## src/hdl/rx_obs_pkg.sv

```systemverilog
/*
 * Shared constants and carriers for the receive-side test observer.
 * Assumes one core clock; the receive layer delivers its event flags on that clock.
 */
package rx_obs_pkg;

    // ==========================================
    // observation bus layout
    localparam int OBS_W      = 39;
    localparam int SEQ_LSB    = 0;
    localparam int CHK_LSB    = 3;
    localparam int CHK_MSB    = 10;
    localparam int VC_LSB     = 11;
    localparam int VC_MSB     = 13;
    localparam int OBS_VALID  = 38;

    // ==========================================
    // check field bit positions
    localparam int CK_LCRC_RUN  = 0;
    localparam int CK_LCRC_ERR  = 1;
    localparam int CK_END_LEN   = 2;
    localparam int CK_FORM      = 3;
    localparam int CK_FC_RULE   = 4;
    localparam int CK_ECRC      = 5;
    localparam int CK_UNSUP     = 6;
    localparam int CK_CFG_ROUTE = 7;
    localparam int N_ERR        = 7;

    // ==========================================
    // register map, byte addresses
    localparam int          ADDR_W      = 8;
    localparam int          DATA_W      = 32;
    localparam int          CNT_W       = 16;
    localparam logic [7:0]  REG_CTRL    = 8'h00;
    localparam logic [7:0]  REG_TCMAP   = 8'h04;
    localparam logic [7:0]  REG_STATUS  = 8'h08;
    localparam logic [7:0]  REG_CNT0    = 8'h0c;
    localparam logic [7:0]  REG_CNT_END = 8'h24;

    // control register fields
    localparam int CTRL_CLR      = 0;
    localparam int CTRL_INJ_LSB  = 1;
    localparam int CTRL_INJ_MSB  = 7;
    localparam int CTRL_FORCE_CM = 8;
    localparam int CTRL_NO_CM    = 9;
    localparam logic [31:0] CTRL_RESET  = 32'h0000_0000;
    localparam logic [23:0] TCMAP_RESET = 24'h00_0000;

    // test input pins
    localparam int TIN_W        = 4;
    localparam int TIN_INJ_LCRC = 0;
    localparam int TIN_INJ_ECRC = 1;
    localparam int TIN_FORCE_CM = 2;
    localparam int TIN_NO_CM    = 3;

    typedef enum logic [2:0] {
        ST_IDLE,
        ST_HDR01,
        ST_HDR23,
        ST_PAYLOAD,
        ST_CFG
    } rx_state_t;

    // events from the receive transaction layer, same clock
    typedef struct packed {
        logic       hdr01_valid;
        logic       hdr23_valid;
        logic       data_valid;
        logic       lcrc_check;
        logic       lcrc_seq_err;
        logic       end_len_err;
        logic       form_err;
        logic       fc_rule_err;
        logic       ecrc_err;
        logic       unsupported;
        logic       cfg_routed;
        logic       done;
        logic [2:0] traffic_class;
    } rx_event_t;

    // what happens to a finished packet
    typedef struct packed {
        logic drop;
        logic store;
        logic cfg_route;
        logic credit_update;
    } rx_action_t;

endpackage

```

## src/hdl/tlp_receive_test_observer.sv

```systemverilog
/*
 * Receive transaction layer observer: drives the receive part of the
 * debug output bus, decides the fate of each finished packet, counts
 * every error kind and lets test logic inject errors or steer compliance.
 * Assumes rx events come from logic on clk; test_in comes from outside.
 */
// Design decisions made here: the placing of the registers and strobed register access.
`timescale 1ns/1ns

// How it works
// RQ1: bit 0 marks header words 0-1 valid
// RQ2: bit 1 marks header words 2-3 valid
// RQ3: bit 2 marks payload valid
// RQ4: check byte on bits 10:3, bit0 LCRC checking
// RQ5: check bit 1 LCRC or sequence error
// RQ6: check bit 2 END versus length mismatch
// RQ7: check bit 3 formation rule breach
// RQ8: check bit 4 flow control violation
// RQ9: check bit 5 ECRC error, credits updated
// RQ10: check bit 6 unsupported, credits updated
// RQ11: check bit 7 config routed, credits updated
// RQ12: bits 1-4 drop packet, no credits
// RQ13: bits 5-7 store, config route, update credits
// RQ14: bits 13:11 carry mapped virtual channel
// RQ15: expose state and per-error counters
// RQ16: test input injects errors, steers compliance
// RQ17: observers sample only on bit 38
// RQ18: all outputs clocked, low during reset
module tlp_receive_test_observer (
    input  wire logic                              clk,
    input  wire logic                              rst_n,
    input  wire rx_obs_pkg::rx_event_t             rx_event,
    input  wire logic [rx_obs_pkg::TIN_W-1:0]      test_in,
    input  wire logic [rx_obs_pkg::ADDR_W-1:0]     addr,
    input  wire logic [rx_obs_pkg::DATA_W-1:0]     wdata,
    input  wire logic                              wr,
    input  wire logic                              rd,
    output logic      [rx_obs_pkg::DATA_W-1:0]     rdata,
    output logic      [rx_obs_pkg::OBS_W-1:0]      test_out,
    output rx_obs_pkg::rx_action_t                 rx_action,
    output rx_obs_pkg::rx_state_t                  state_obs,
    output logic                                   force_compliance,
    output logic                                   disable_compliance
);

    // ==========================================
    // helpers

    // saturating counter step
    // saturation keeps a stuck error from wrapping to a small count
    function automatic logic [rx_obs_pkg::CNT_W-1:0] count_up(
        input logic [rx_obs_pkg::CNT_W-1:0] value,
        input logic                         hit
    );
        logic [rx_obs_pkg::CNT_W-1:0] result;
        result = value;
        if (hit && (value != {rx_obs_pkg::CNT_W{1'b1}})) begin
            result = value + {{(rx_obs_pkg::CNT_W-1){1'b0}}, 1'b1};
        end
        return result;
    endfunction

    // traffic class to channel lookup in the map register
    // class n occupies bits 3n+2:3n, so the index is three times tc
    function automatic logic [2:0] channel_of(
        input logic [23:0] map,
        input logic [2:0]  tc
    );
        logic [2:0] result;
        result = map[{tc, 2'b00} - {2'b00, tc} +: 3];
        return result;
    endfunction

    // ==========================================
    // declarations
    logic [rx_obs_pkg::TIN_W-1:0]  tin_meta;
    logic [rx_obs_pkg::TIN_W-1:0]  tin_sync;
    logic [31:0]                   ctrl;
    logic [23:0]                   tc_map;
    logic [7:0]                    last_check;
    logic [7:0]                    check_now;
    logic [rx_obs_pkg::N_ERR-1:0]  inject;
    logic [rx_obs_pkg::CNT_W-1:0]  err_cnt [rx_obs_pkg::N_ERR];
    logic [2:0]                    channel;
    logic                          drop_now;
    logic                          keep_now;
    logic                          cfg_pending;
    logic                          seq_any;
    logic                          reg_hit;
    logic [2:0]                    cnt_index;
    logic [rx_obs_pkg::DATA_W-1:0] next_rdata;
    rx_obs_pkg::rx_state_t         state;
    rx_obs_pkg::rx_state_t         next_state;

    // ==========================================
    // test input synchroniser, two flops
    // test_in is asynchronous; nothing but tin_sync may read tin_meta
    always_ff @(posedge clk or negedge rst_n) begin
        if (!rst_n) begin
            tin_meta <= '0;
            tin_sync <= '0;
        end else begin
            tin_meta <= test_in;
            tin_sync <= tin_meta;
        end
    end

    // ==========================================
    // error injection and check byte

    // register bits and the lcrc and ecrc pins are or-ed, either source injects
    // RQ16: inject from pins or register
    always_comb begin
        inject = ctrl[rx_obs_pkg::CTRL_INJ_MSB:rx_obs_pkg::CTRL_INJ_LSB];
        inject[rx_obs_pkg::CK_LCRC_ERR-1] = inject[rx_obs_pkg::CK_LCRC_ERR-1]
                                            | tin_sync[rx_obs_pkg::TIN_INJ_LCRC];
        inject[rx_obs_pkg::CK_ECRC-1] = inject[rx_obs_pkg::CK_ECRC-1]
                                        | tin_sync[rx_obs_pkg::TIN_INJ_ECRC];
    end

    // RQ4: assemble check byte, lcrc checking in bit 0
    always_comb begin
        check_now = '0;
        check_now[rx_obs_pkg::CK_LCRC_RUN] = rx_event.lcrc_check;
        // RQ5: lcrc or sequence error
        check_now[rx_obs_pkg::CK_LCRC_ERR] = rx_event.lcrc_seq_err;
        // RQ6: end versus length
        check_now[rx_obs_pkg::CK_END_LEN] = rx_event.end_len_err;
        // RQ7: formation rules
        check_now[rx_obs_pkg::CK_FORM] = rx_event.form_err;
        // RQ8: flow control rules
        check_now[rx_obs_pkg::CK_FC_RULE] = rx_event.fc_rule_err;
        // RQ9: ecrc error
        check_now[rx_obs_pkg::CK_ECRC] = rx_event.ecrc_err;
        // RQ10: unsupported packet
        check_now[rx_obs_pkg::CK_UNSUP] = rx_event.unsupported;
        // RQ11: configuration routed
        check_now[rx_obs_pkg::CK_CFG_ROUTE] = rx_event.cfg_routed;
        // injected errors only land on a finished packet
        // so phase cycles never show a false error
        if (rx_event.done) begin
            check_now[rx_obs_pkg::CK_CFG_ROUTE:rx_obs_pkg::CK_LCRC_ERR] =
                check_now[rx_obs_pkg::CK_CFG_ROUTE:rx_obs_pkg::CK_LCRC_ERR] | inject;
        end
    end

    // RQ12: bits 1-4 mean drop
    assign drop_now = rx_event.done
                    & (|check_now[rx_obs_pkg::CK_FC_RULE:rx_obs_pkg::CK_LCRC_ERR]);
    // a clean packet is kept too: stored and credited
    assign keep_now = rx_event.done & ~drop_now;
    assign channel  = channel_of(tc_map, rx_event.traffic_class);
    // the valid pulse covers every phase, done included
    assign seq_any  = rx_event.hdr01_valid | rx_event.hdr23_valid
                    | rx_event.data_valid | rx_event.done;

    // ==========================================
    // reception state machine
    // payload holds until done; done alone picks idle or config
    always_comb begin
        next_state = state;
        case (state)
            rx_obs_pkg::ST_IDLE: begin
                if (rx_event.hdr01_valid) begin
                    next_state = rx_obs_pkg::ST_HDR01;
                end
            end
            rx_obs_pkg::ST_HDR01: begin
                if (rx_event.hdr23_valid) begin
                    next_state = rx_obs_pkg::ST_HDR23;
                end
            end
            rx_obs_pkg::ST_HDR23: begin
                if (rx_event.data_valid) begin
                    next_state = rx_obs_pkg::ST_PAYLOAD;
                end
            end
            rx_obs_pkg::ST_PAYLOAD: begin
                next_state = rx_obs_pkg::ST_PAYLOAD;
            end
            rx_obs_pkg::ST_CFG: begin
                next_state = rx_obs_pkg::ST_IDLE;
            end
            default: begin
                next_state = rx_obs_pkg::ST_IDLE;
            end
        endcase
        // a finished packet ends any phase
        if (rx_event.done) begin
            next_state = (keep_now && (|check_now[rx_obs_pkg::CK_CFG_ROUTE:rx_obs_pkg::CK_ECRC]))
                       ? rx_obs_pkg::ST_CFG : rx_obs_pkg::ST_IDLE;
        end
    end

    // state_obs mirrors state so observers need no internal probe
    // RQ15: state register, visible on state_obs
    always_ff @(posedge clk or negedge rst_n) begin
        if (!rst_n) begin
            state     <= rx_obs_pkg::ST_IDLE;
            state_obs <= rx_obs_pkg::ST_IDLE;
        end else begin
            state     <= next_state;
            state_obs <= next_state;
        end
    end

    // ==========================================
    // observation bus
    // default low each cycle, so every field but the channel field (driven each cycle from traffic_class) is a one-cycle pulse
    // RQ18: clocked, all low in reset
    always_ff @(posedge clk or negedge rst_n) begin
        if (!rst_n) begin
            test_out <= '0;
        end else begin
            test_out <= '0;
            // RQ1: header words 0 and 1
            test_out[rx_obs_pkg::SEQ_LSB]     <= rx_event.hdr01_valid;
            // RQ2: header words 2 and 3
            test_out[rx_obs_pkg::SEQ_LSB + 1] <= rx_event.hdr23_valid;
            // RQ3: payload phase
            test_out[rx_obs_pkg::SEQ_LSB + 2] <= rx_event.data_valid;
            // RQ4: check byte field
            test_out[rx_obs_pkg::CHK_MSB:rx_obs_pkg::CHK_LSB] <= check_now;
            // RQ14: mapped channel field
            test_out[rx_obs_pkg::VC_MSB:rx_obs_pkg::VC_LSB] <= channel;
            // RQ17: sample strobe
            test_out[rx_obs_pkg::OBS_VALID] <= seq_any;
        end
    end

    // ==========================================
    // packet disposition
    // config routing waits a cycle so the store always lands first
    // RQ13: store first, config route one cycle later
    always_ff @(posedge clk or negedge rst_n) begin
        if (!rst_n) begin
            rx_action   <= '0;
            cfg_pending <= 1'b0;
        end else begin
            // RQ12: dropped packets get no store and no credits
            rx_action.drop          <= drop_now;
            rx_action.store         <= keep_now;
            // RQ9: credits also for ecrc, unsupported, config
            rx_action.credit_update <= keep_now;
            rx_action.cfg_route     <= cfg_pending;
            cfg_pending <= keep_now
                         & (|check_now[rx_obs_pkg::CK_CFG_ROUTE:rx_obs_pkg::CK_ECRC]);
        end
    end

    // ==========================================
    // per-error counters
    // clear wins over a count in the same cycle
    // RQ15: one counter per error kind
    always_ff @(posedge clk or negedge rst_n) begin
        if (!rst_n) begin
            for (int i = 0; i < rx_obs_pkg::N_ERR; i++) begin
                err_cnt[i] <= '0;
            end
        end else if (ctrl[rx_obs_pkg::CTRL_CLR]) begin
            for (int i = 0; i < rx_obs_pkg::N_ERR; i++) begin
                err_cnt[i] <= '0;
            end
        end else begin
            for (int i = 0; i < rx_obs_pkg::N_ERR; i++) begin
                err_cnt[i] <= count_up(err_cnt[i], rx_event.done & check_now[i + 1]);
            end
        end
    end

    // last finished packet's check byte
    // feeds the status register, only a finished packet updates it
    always_ff @(posedge clk or negedge rst_n) begin
        if (!rst_n) begin
            last_check <= '0;
        end else if (rx_event.done) begin
            last_check <= check_now;
        end
    end

    // ==========================================
    // register port

    // control and channel map writes; clear bit is self clearing
    // a write to control in the clear's cycle sets its own clear bit
    always_ff @(posedge clk or negedge rst_n) begin
        if (!rst_n) begin
            ctrl   <= rx_obs_pkg::CTRL_RESET;
            tc_map <= rx_obs_pkg::TCMAP_RESET;
        end else begin
            ctrl[rx_obs_pkg::CTRL_CLR] <= 1'b0;
            if (wr && (addr == rx_obs_pkg::REG_CTRL)) begin
                ctrl <= wdata;
            end
            if (wr && (addr == rx_obs_pkg::REG_TCMAP)) begin
                tc_map <= wdata[23:0];
            end
        end
    end

    // either source may steer; both give registered levels
    // RQ16: compliance steering from register or pins
    always_ff @(posedge clk or negedge rst_n) begin
        if (!rst_n) begin
            force_compliance   <= 1'b0;
            disable_compliance <= 1'b0;
        end else begin
            force_compliance   <= ctrl[rx_obs_pkg::CTRL_FORCE_CM]
                                | tin_sync[rx_obs_pkg::TIN_FORCE_CM];
            disable_compliance <= ctrl[rx_obs_pkg::CTRL_NO_CM]
                                | tin_sync[rx_obs_pkg::TIN_NO_CM];
        end
    end

    // read decode; unmapped reads return zero
    // counters sit four bytes apart, the last one ends the window
    assign reg_hit   = (addr >= rx_obs_pkg::REG_CNT0) && (addr <= rx_obs_pkg::REG_CNT_END)
                     && (addr[1:0] == 2'b00);
    assign cnt_index = 3'((addr - rx_obs_pkg::REG_CNT0) >> 2);

    always_comb begin
        next_rdata = '0;
        if (addr == rx_obs_pkg::REG_CTRL) begin
            next_rdata = ctrl;
        end else if (addr == rx_obs_pkg::REG_TCMAP) begin
            next_rdata = {8'h00, tc_map};
        end else if (addr == rx_obs_pkg::REG_STATUS) begin
            next_rdata = {21'h00_0000, state, last_check};
        end else if (reg_hit) begin
            next_rdata = {16'h0000, err_cnt[cnt_index]};
        end
    end

    // read data stands one cycle after the strobe only
    // zero between answers so a missed strobe reads as zero
    always_ff @(posedge clk or negedge rst_n) begin
        if (!rst_n) begin
            rdata <= '0;
        end else begin
            rdata <= rd ? next_rdata : '0;
        end
    end

endmodule
```

## config.mk

```make
export PLATFORM = sky130hd
export DESIGN_NAME = tlp_receive_test_observer
export DESIGN_NICKNAME = d
export VERILOG_FILES = /design/src/hdl/rx_obs_pkg.sv /design/src/hdl/tlp_receive_test_observer.sv
export SDC_FILE = /design/constraint.sdc
export NUM_CORES = 1
export LEC_CHECK = 0
export BUFFER_PORTS_ARGS = -buffer_cell sky130_fd_sc_hd__buf_4
export CORE_ASPECT_RATIO = 1.25
export CORE_MARGIN = 8
export CORE_UTILIZATION = 43
export CTS_CLUSTER_DIAMETER = 100
export DETAILED_ROUTE_END_ITERATION = 8
export SLEW_MARGIN = 0
export SYNTH_ARGS = -nofsm -noshare
export SYNTH_HDL_FRONTEND = slang
export SYNTH_SLANG_ARGS = --single-unit
```

## constraint.sdc

```tcl
create_clock -name clk -period 2.1 [get_ports clk]
set_input_delay 0.21 -clock clk [delete_from_list [all_inputs] [get_ports clk]]
set_output_delay 0.21 -clock clk [all_outputs]
set_load 0.02 [all_outputs]
```

Yosys cells after proc, flatten, opt, wreduce, memory -nomap -nowiden
Cells that the tools add are included.

Bits in latches: 0. Logic and storage cells: 119. Memories: 0. Bits in registers: 240. Bits in writable memories: 0. Input bits: 63. ROM bits: 0. Output and inout bits: 80.

Multipliers: 0. Reductions and logical operators: 25. Mux-type cells: 24. Magnitude comparators: 3. Eq/ne operators: 15. Divide/modulo/power cells: 0. Shifts and indexed selects: 1. Add/sub/neg operators: 9. Bitwise logic cells: 20.

Operators by type and width (number): 16-bit two-way mux (10); 32-bit two-way mux (4); 16-bit by 1-bit adder with 16-bit output, second input constant (7); 112-bit two-way mux (1); 16-bit inequality test, second input constant (7); 16-bit binary-select mux with 3-bit select (1); 24-bit by 6-bit indexed part select with 3-bit output (1); 3-bit two-way mux (5); 2-bit nonzero test (7); 1-bit logical AND (12); 3-bit one-hot mux with 4 select lines (1); 1-bit bitwise AND (10); 3-bit inequality test, second input constant (3); 8-bit by 3-bit equality test with 1-bit output, second input constant (1); 8-bit by 4-bit equality test with 1-bit output, second input constant (1); 8-bit by 4-bit >= comparator with 1-bit output, second input constant (1); 8-bit by 6-bit <= comparator with 1-bit output, second input constant (1); 8-bit zero test (1); 7-bit two-way mux (1); 1-bit OR (7); 7-bit OR (1); 3-bit by 2-bit equality test with 1-bit output, second input constant (2); 5-bit by 3-bit subtractor with 5-bit output (1); 5-bit by 4-bit subtractor with 5-bit output, second input constant (1); 10 further kinds (10).

Logic depth before layout (Yosys ltp)
Depth in word-level cells: 10. Depth in mapped cells: 12. Gate-level depth less buffers: 7.

Least setup slack after synthesis
Ideal clock, no wire load.

Kind: input to register. From: input port addr[2] (netlist name). To: register rdata[1] (netlist name). Stages on the path: 11. Required time: 1.980 ns. Library setup time: 0.120 ns. Path buffers: 5. Arrival: 2.530 ns. Slack: -0.550 ns. Cell sequence: buf_4 buf_4 clkinv_1 buf_2 ha_1 clkbuf_1 clkbuf_1 mux4_2 mux2i_1 o22ai_1 and3_1.

Cells in the longest elaborated chain, start to end: 10.

Ends and longest elaborated chain: from (decl) (line tlp_receive_test_observer.sv:34) `input wire logic [rx_obs_pkg::ADDR_W-1:0] addr,`; 5-bit by 4-bit subtractor with 5-bit output (line tlp_receive_test_observer.sv:319) `assign cnt_index = 3'((addr - rx_obs_pkg::REG_CNT0) >> 2);`; 3-bit NOT with 4-bit output (implied by the code) (line tlp_receive_test_observer.sv:330) `next_rdata = {16'h0000, err_cnt[cnt_index]};`; 16-bit binary-select mux with 3-bit select (line tlp_receive_test_observer.sv:330); 16-bit two-way mux (implied by the code) (2 in a row) (line tlp_receive_test_observer.sv:330); 16-bit two-way mux (line tlp_receive_test_observer.sv:329) `end else if (reg_hit) begin`; 32-bit two-way mux (line tlp_receive_test_observer.sv:327) `end else if (addr == rx_obs_pkg::REG_STATUS) begin`; 32-bit two-way mux (line tlp_receive_test_observer.sv:325) `end else if (addr == rx_obs_pkg::REG_TCMAP) begin`; 32-bit two-way mux (*) (line tlp_receive_test_observer.sv:323) `if (addr == rx_obs_pkg::REG_CTRL) begin`; 32-bit two-way mux (*) (line tlp_receive_test_observer.sv:340) `rdata <= rd ? next_rdata : '0;`; to (signal assigned) (line tlp_receive_test_observer.sv:340); to (decl) (line tlp_receive_test_observer.sv:38) `output logic [rx_obs_pkg::DATA_W-1:0] rdata,`.

Mark *: on every way between the ends. The rest lies on a longest branch, timed or not. The select of a mux whose other input is x is not followed. A chain may end at the register's enable or synchronous reset.

Worst setup path in the final report
From: register err_cnt[16] (netlist name). To: register err_cnt[18] (netlist name).

Cells in the longest elaborated chain, start to end: 3.

Ends and longest elaborated chain: from (decl) (line tlp_receive_test_observer.sv:83) `logic [rx_obs_pkg::CNT_W-1:0] err_cnt [rx_obs_pkg::N_ERR];`; from (signal, indexed assignment) (line tlp_receive_test_observer.sv:266) `err_cnt[i] <= count_up(err_cnt[i], rx_event.done & check_now[i + 1]);`; 16-bit by 1-bit adder with 16-bit output or 16-bit inequality test (tied branches) (line tlp_receive_test_observer.sv:58, tlp_receive_test_observer.sv:57); 16-bit two-way mux or 1-bit logical AND (tied branches) (line tlp_receive_test_observer.sv:57) `if (hit && (value != {rx_obs_pkg::CNT_W{1'b1}})) begin`; 112-bit two-way mux or 2-bit nonzero test (tied branches).

Parallel ways exist; a longest one is shown, timed or not. The select of a mux whose other input is x is not followed.

==> summary.md <==
| Metric | Value |
|---|---|
| Yosys warning count | 0 |
| Syn avg cell area | 10.71 um^2 |
| Via Count | between 10000 and 15000 |
| Htree depth | 1 |
| First-pass DRT Iterations | 7 |
| Initial antenna violation count | 1 |
| Starting DRT DRC Count | 704 |
| Die X | about 170 um |
| DP Wirelength | 27190 um |
| Final setup TNS | 0 ns |
| Skew-Pair Late Insertion Delay | 0.52 ns |
| Area added between synthesis and finish | 24.92% |
| Port bufs | 118 |
| R2r setup slk | 0.14 ns |
| Number of synthesized flops with an enable pin | 0 |
| Vias in the first global route | around 10000 |
| Ys async rst share | 100.0% |
| Drt drc | 0 |
| Top sig layer | met5 |
| Syn Std Cell Area | about 0.013 mm^2 |
| GPL Wtd Cong | 0.8726 |
| Startpoint class of the critical path | flop |
| Root Buffer | clkbuf_16 |
| Power per Cell Area | about 830 mW/mm^2 |
| Post-route clock period utilization | 93.12% |
| Crit path from | err_cnt[16]$_DFFE_PN0P_ |
| CP peak stage delay | 0.62 ns |
| Chip Height | between 200 and 250 um |
| CP top delay family | simple AND/OR/NAND/NOR gates |
| Num Clock Sinks | 240 |
| Starting density of the core | 43.73% |
| Reg2reg end | err_cnt[18]$_DFFE_PN0P_ |
| Peak VDD IR | 0.5879 mV |
| Post-layout minimum cycle time | between 1.5 and 2 ns |
| First-pass GRT wire length | 58270 um |
| Core area | 0.02925 mm^2 |
| Die area | 0.03556 mm^2 |
| Placement Rows | 70 |
| Share of the synthesized area in the top cell type | 46.95% |
| Routed wire per std cell | around 20 um |
| Final Setup Violations | 0 |
| Slew Viols, Final | 0 |
| Cts bufs inserted | 25 |
| Worst Max-Slew Pin Slew | 0.5590 ns |
| R2r startpoint | err_cnt[16]$_DFFE_PN0P_ |
| Vias per cell | approximately 5.5 |
| Met3 WL post-DR | about 2100 um |
| # fillers | 2639 |
| Slowest CP cell | or4b_4 |
| Worst Reg-to-Reg Cells | 6 |
| CP bufs+invs | 0 |
| Footprint of the multi-input gates | 0.006337 mm^2 |
| Critical path arrival | roughly 2.4 ns |
| Pwr Total | about 13 mW |
| Worst-path maximum fanout | 11 |
| CP endpoint kind | flop |
| Post-synthesis sequential area ratio | 46.95% |
| Kind of critical path | flop to flop |
| Cell count after synthesis | 1194 |
| CTS tree | built |
| Final Hold Fails | 0 |
| Largest area contributor in the netlist | dfrtp_1 |
| # resized after CTS | 0 |
| Leakage | 7.286 nW |
| GRT Overall Usage | between 20% and 30% |
| WL final | 36290 um |
| Primary FF master, synth | dfrtp_1 |
| Max Freq | around 510 MHz |
| Worst path cell trace | ha_1 > nand4_2 > or4b_4 > o211ai_1 > xor2_1 > nor2_1 |
| Status | finished clean |
| Worst path required time | 2.49 ns |
| Nets | 1498 |
| Metal2 WL | roughly 18000 um |
| M1 WL | 15160 um |
| Max Cap Violations | 0 |
| Relative slew slack | 61.77% |
| Pin count of the biggest net entering global routing | 59 |
| Hold Path Class | input port to flop |
| Final Skew | 0.01805 ns |
| Seq cells post-synth | 240 |
| CTS Buffer Depth | 3 |
| Levels on crit path | 6 |
| Synth cell types | 75 |
| Share of cells above drive strength 1 | between 20% and 30% |
| RSZ-0062 raised after global routing | false |
| Largest cells by area after synthesis | dfrtp_1, mux2_2, mux4_2, mux2i_1, nor2_1 |
| Setup crit end | err_cnt[18]$_DFFE_PN0P_ |
| Gr ovfl total | 0 |
| N_diodes | 0 |
| Most frequent cells in the layout | dfrtp_1, buf_4, nor2_1, nand2_1, mux2_2 |
| Most common cell after layout, fill and taps aside | dfrtp_1 |
| Register Area | between 0.006 and 0.007 mm^2 |
| Io pins | approximately 140 |
| CTS clk-pin slew, worst paths | approximately 0.060 ns |
| Routed Antenna Nets | 0 |
## cell usage after synthesis, drive strengths merged (29+ instances only)
master / number
nand3: 40
xnor2: 51
xor2: 37
mux2i: 53
o21ai: 37
clkbuf: 39
nor2: 138
dfrtp: 240
nand2: 61
a21oi: 37
buf: 46
inv: 29
mux2: 60
## flip-flops by register name, indices dropped and copies added (netlist names)
signal and cells:
test_out 15, force_compliance 1, state 3, tin_sync 4
disable_compliance 1, rx_action 3, err_cnt 112, tc_map 24
rdata 32, cfg_pending 1, last_check 8, ctrl 32
tin_meta 4
## power breakdown
group	leakage, nW	switching, mW	internal (mW)
combinational	3.71	1.44	1.37
sequential	3.15	0.668	5.17
clock	0.421	1.85	2.77
total	7.29	3.96	9.31
## per-stage QoR
stage               instance area, um^2  std cells  worst slack, ns  utilization (%)  hold slack, ns
floorplan                         12990       1217          0.01579                -        -0.08559
global placement                  14670       1744          0.06688            50.15         0.08282
detailed placement                14670       1744          0.05800            50.15         0.08398
CTS                               15980       1834           0.1590            54.62         0.01466
global route                      15980       1834          0.04442            54.62         0.01571
finish                            15980       1834           0.1444            54.62         0.03362
## cells by family after synthesis
group / share of synthesized area (%)
muxes: 14.42
AOI/OAI and AO/OA: 11.35
other: 0.02932
buffers and inverters: 4.451
and+or+nand+nor: 15.41
DFF: 46.95
adders and majority gates: 1.369
xor gates and xnor gates: 6.026
## metal layers
metal,track usage (%),vias up
met5,0,-
met3,3.074,56
li1,-,4745
met4,6.061,2
met2,35.40,298
met1,25.80,5059
## repair_timing
| action | 4_1_cts | 5_1_grt |
|---|---|---|
| endpoints found under the hold margin | 311 | 0 |
| hold buffers | 46 | 0 |
| buffers inserted | 0 | 0 |
## area by class of cell
type                    count  area share (%)
well taps                 396           3.101
repair buffers            262           13.55
inverters                  31          0.7674
multi-input cells         861           39.66
flip-flops and latches    240           37.61
clock buffers              31           4.244
clock inverters            13           1.073
## worst min path at each step
stage	start	to	cells past startpoint
after floorplan	rst_n	cfg_pending$_DFF_PN0_	0
after global placement	rst_n	rdata[26]$_DFF_PN0_	1
after detailed placement	rst_n	rdata[26]$_DFF_PN0_	1
after CTS	rd	rdata[11]$_DFF_PN0_	2
after global routing	rd	rdata[11]$_DFF_PN0_	2
final	rd	rdata[11]$_DFF_PN0_	2
Power figures use the tool's default switching activity.
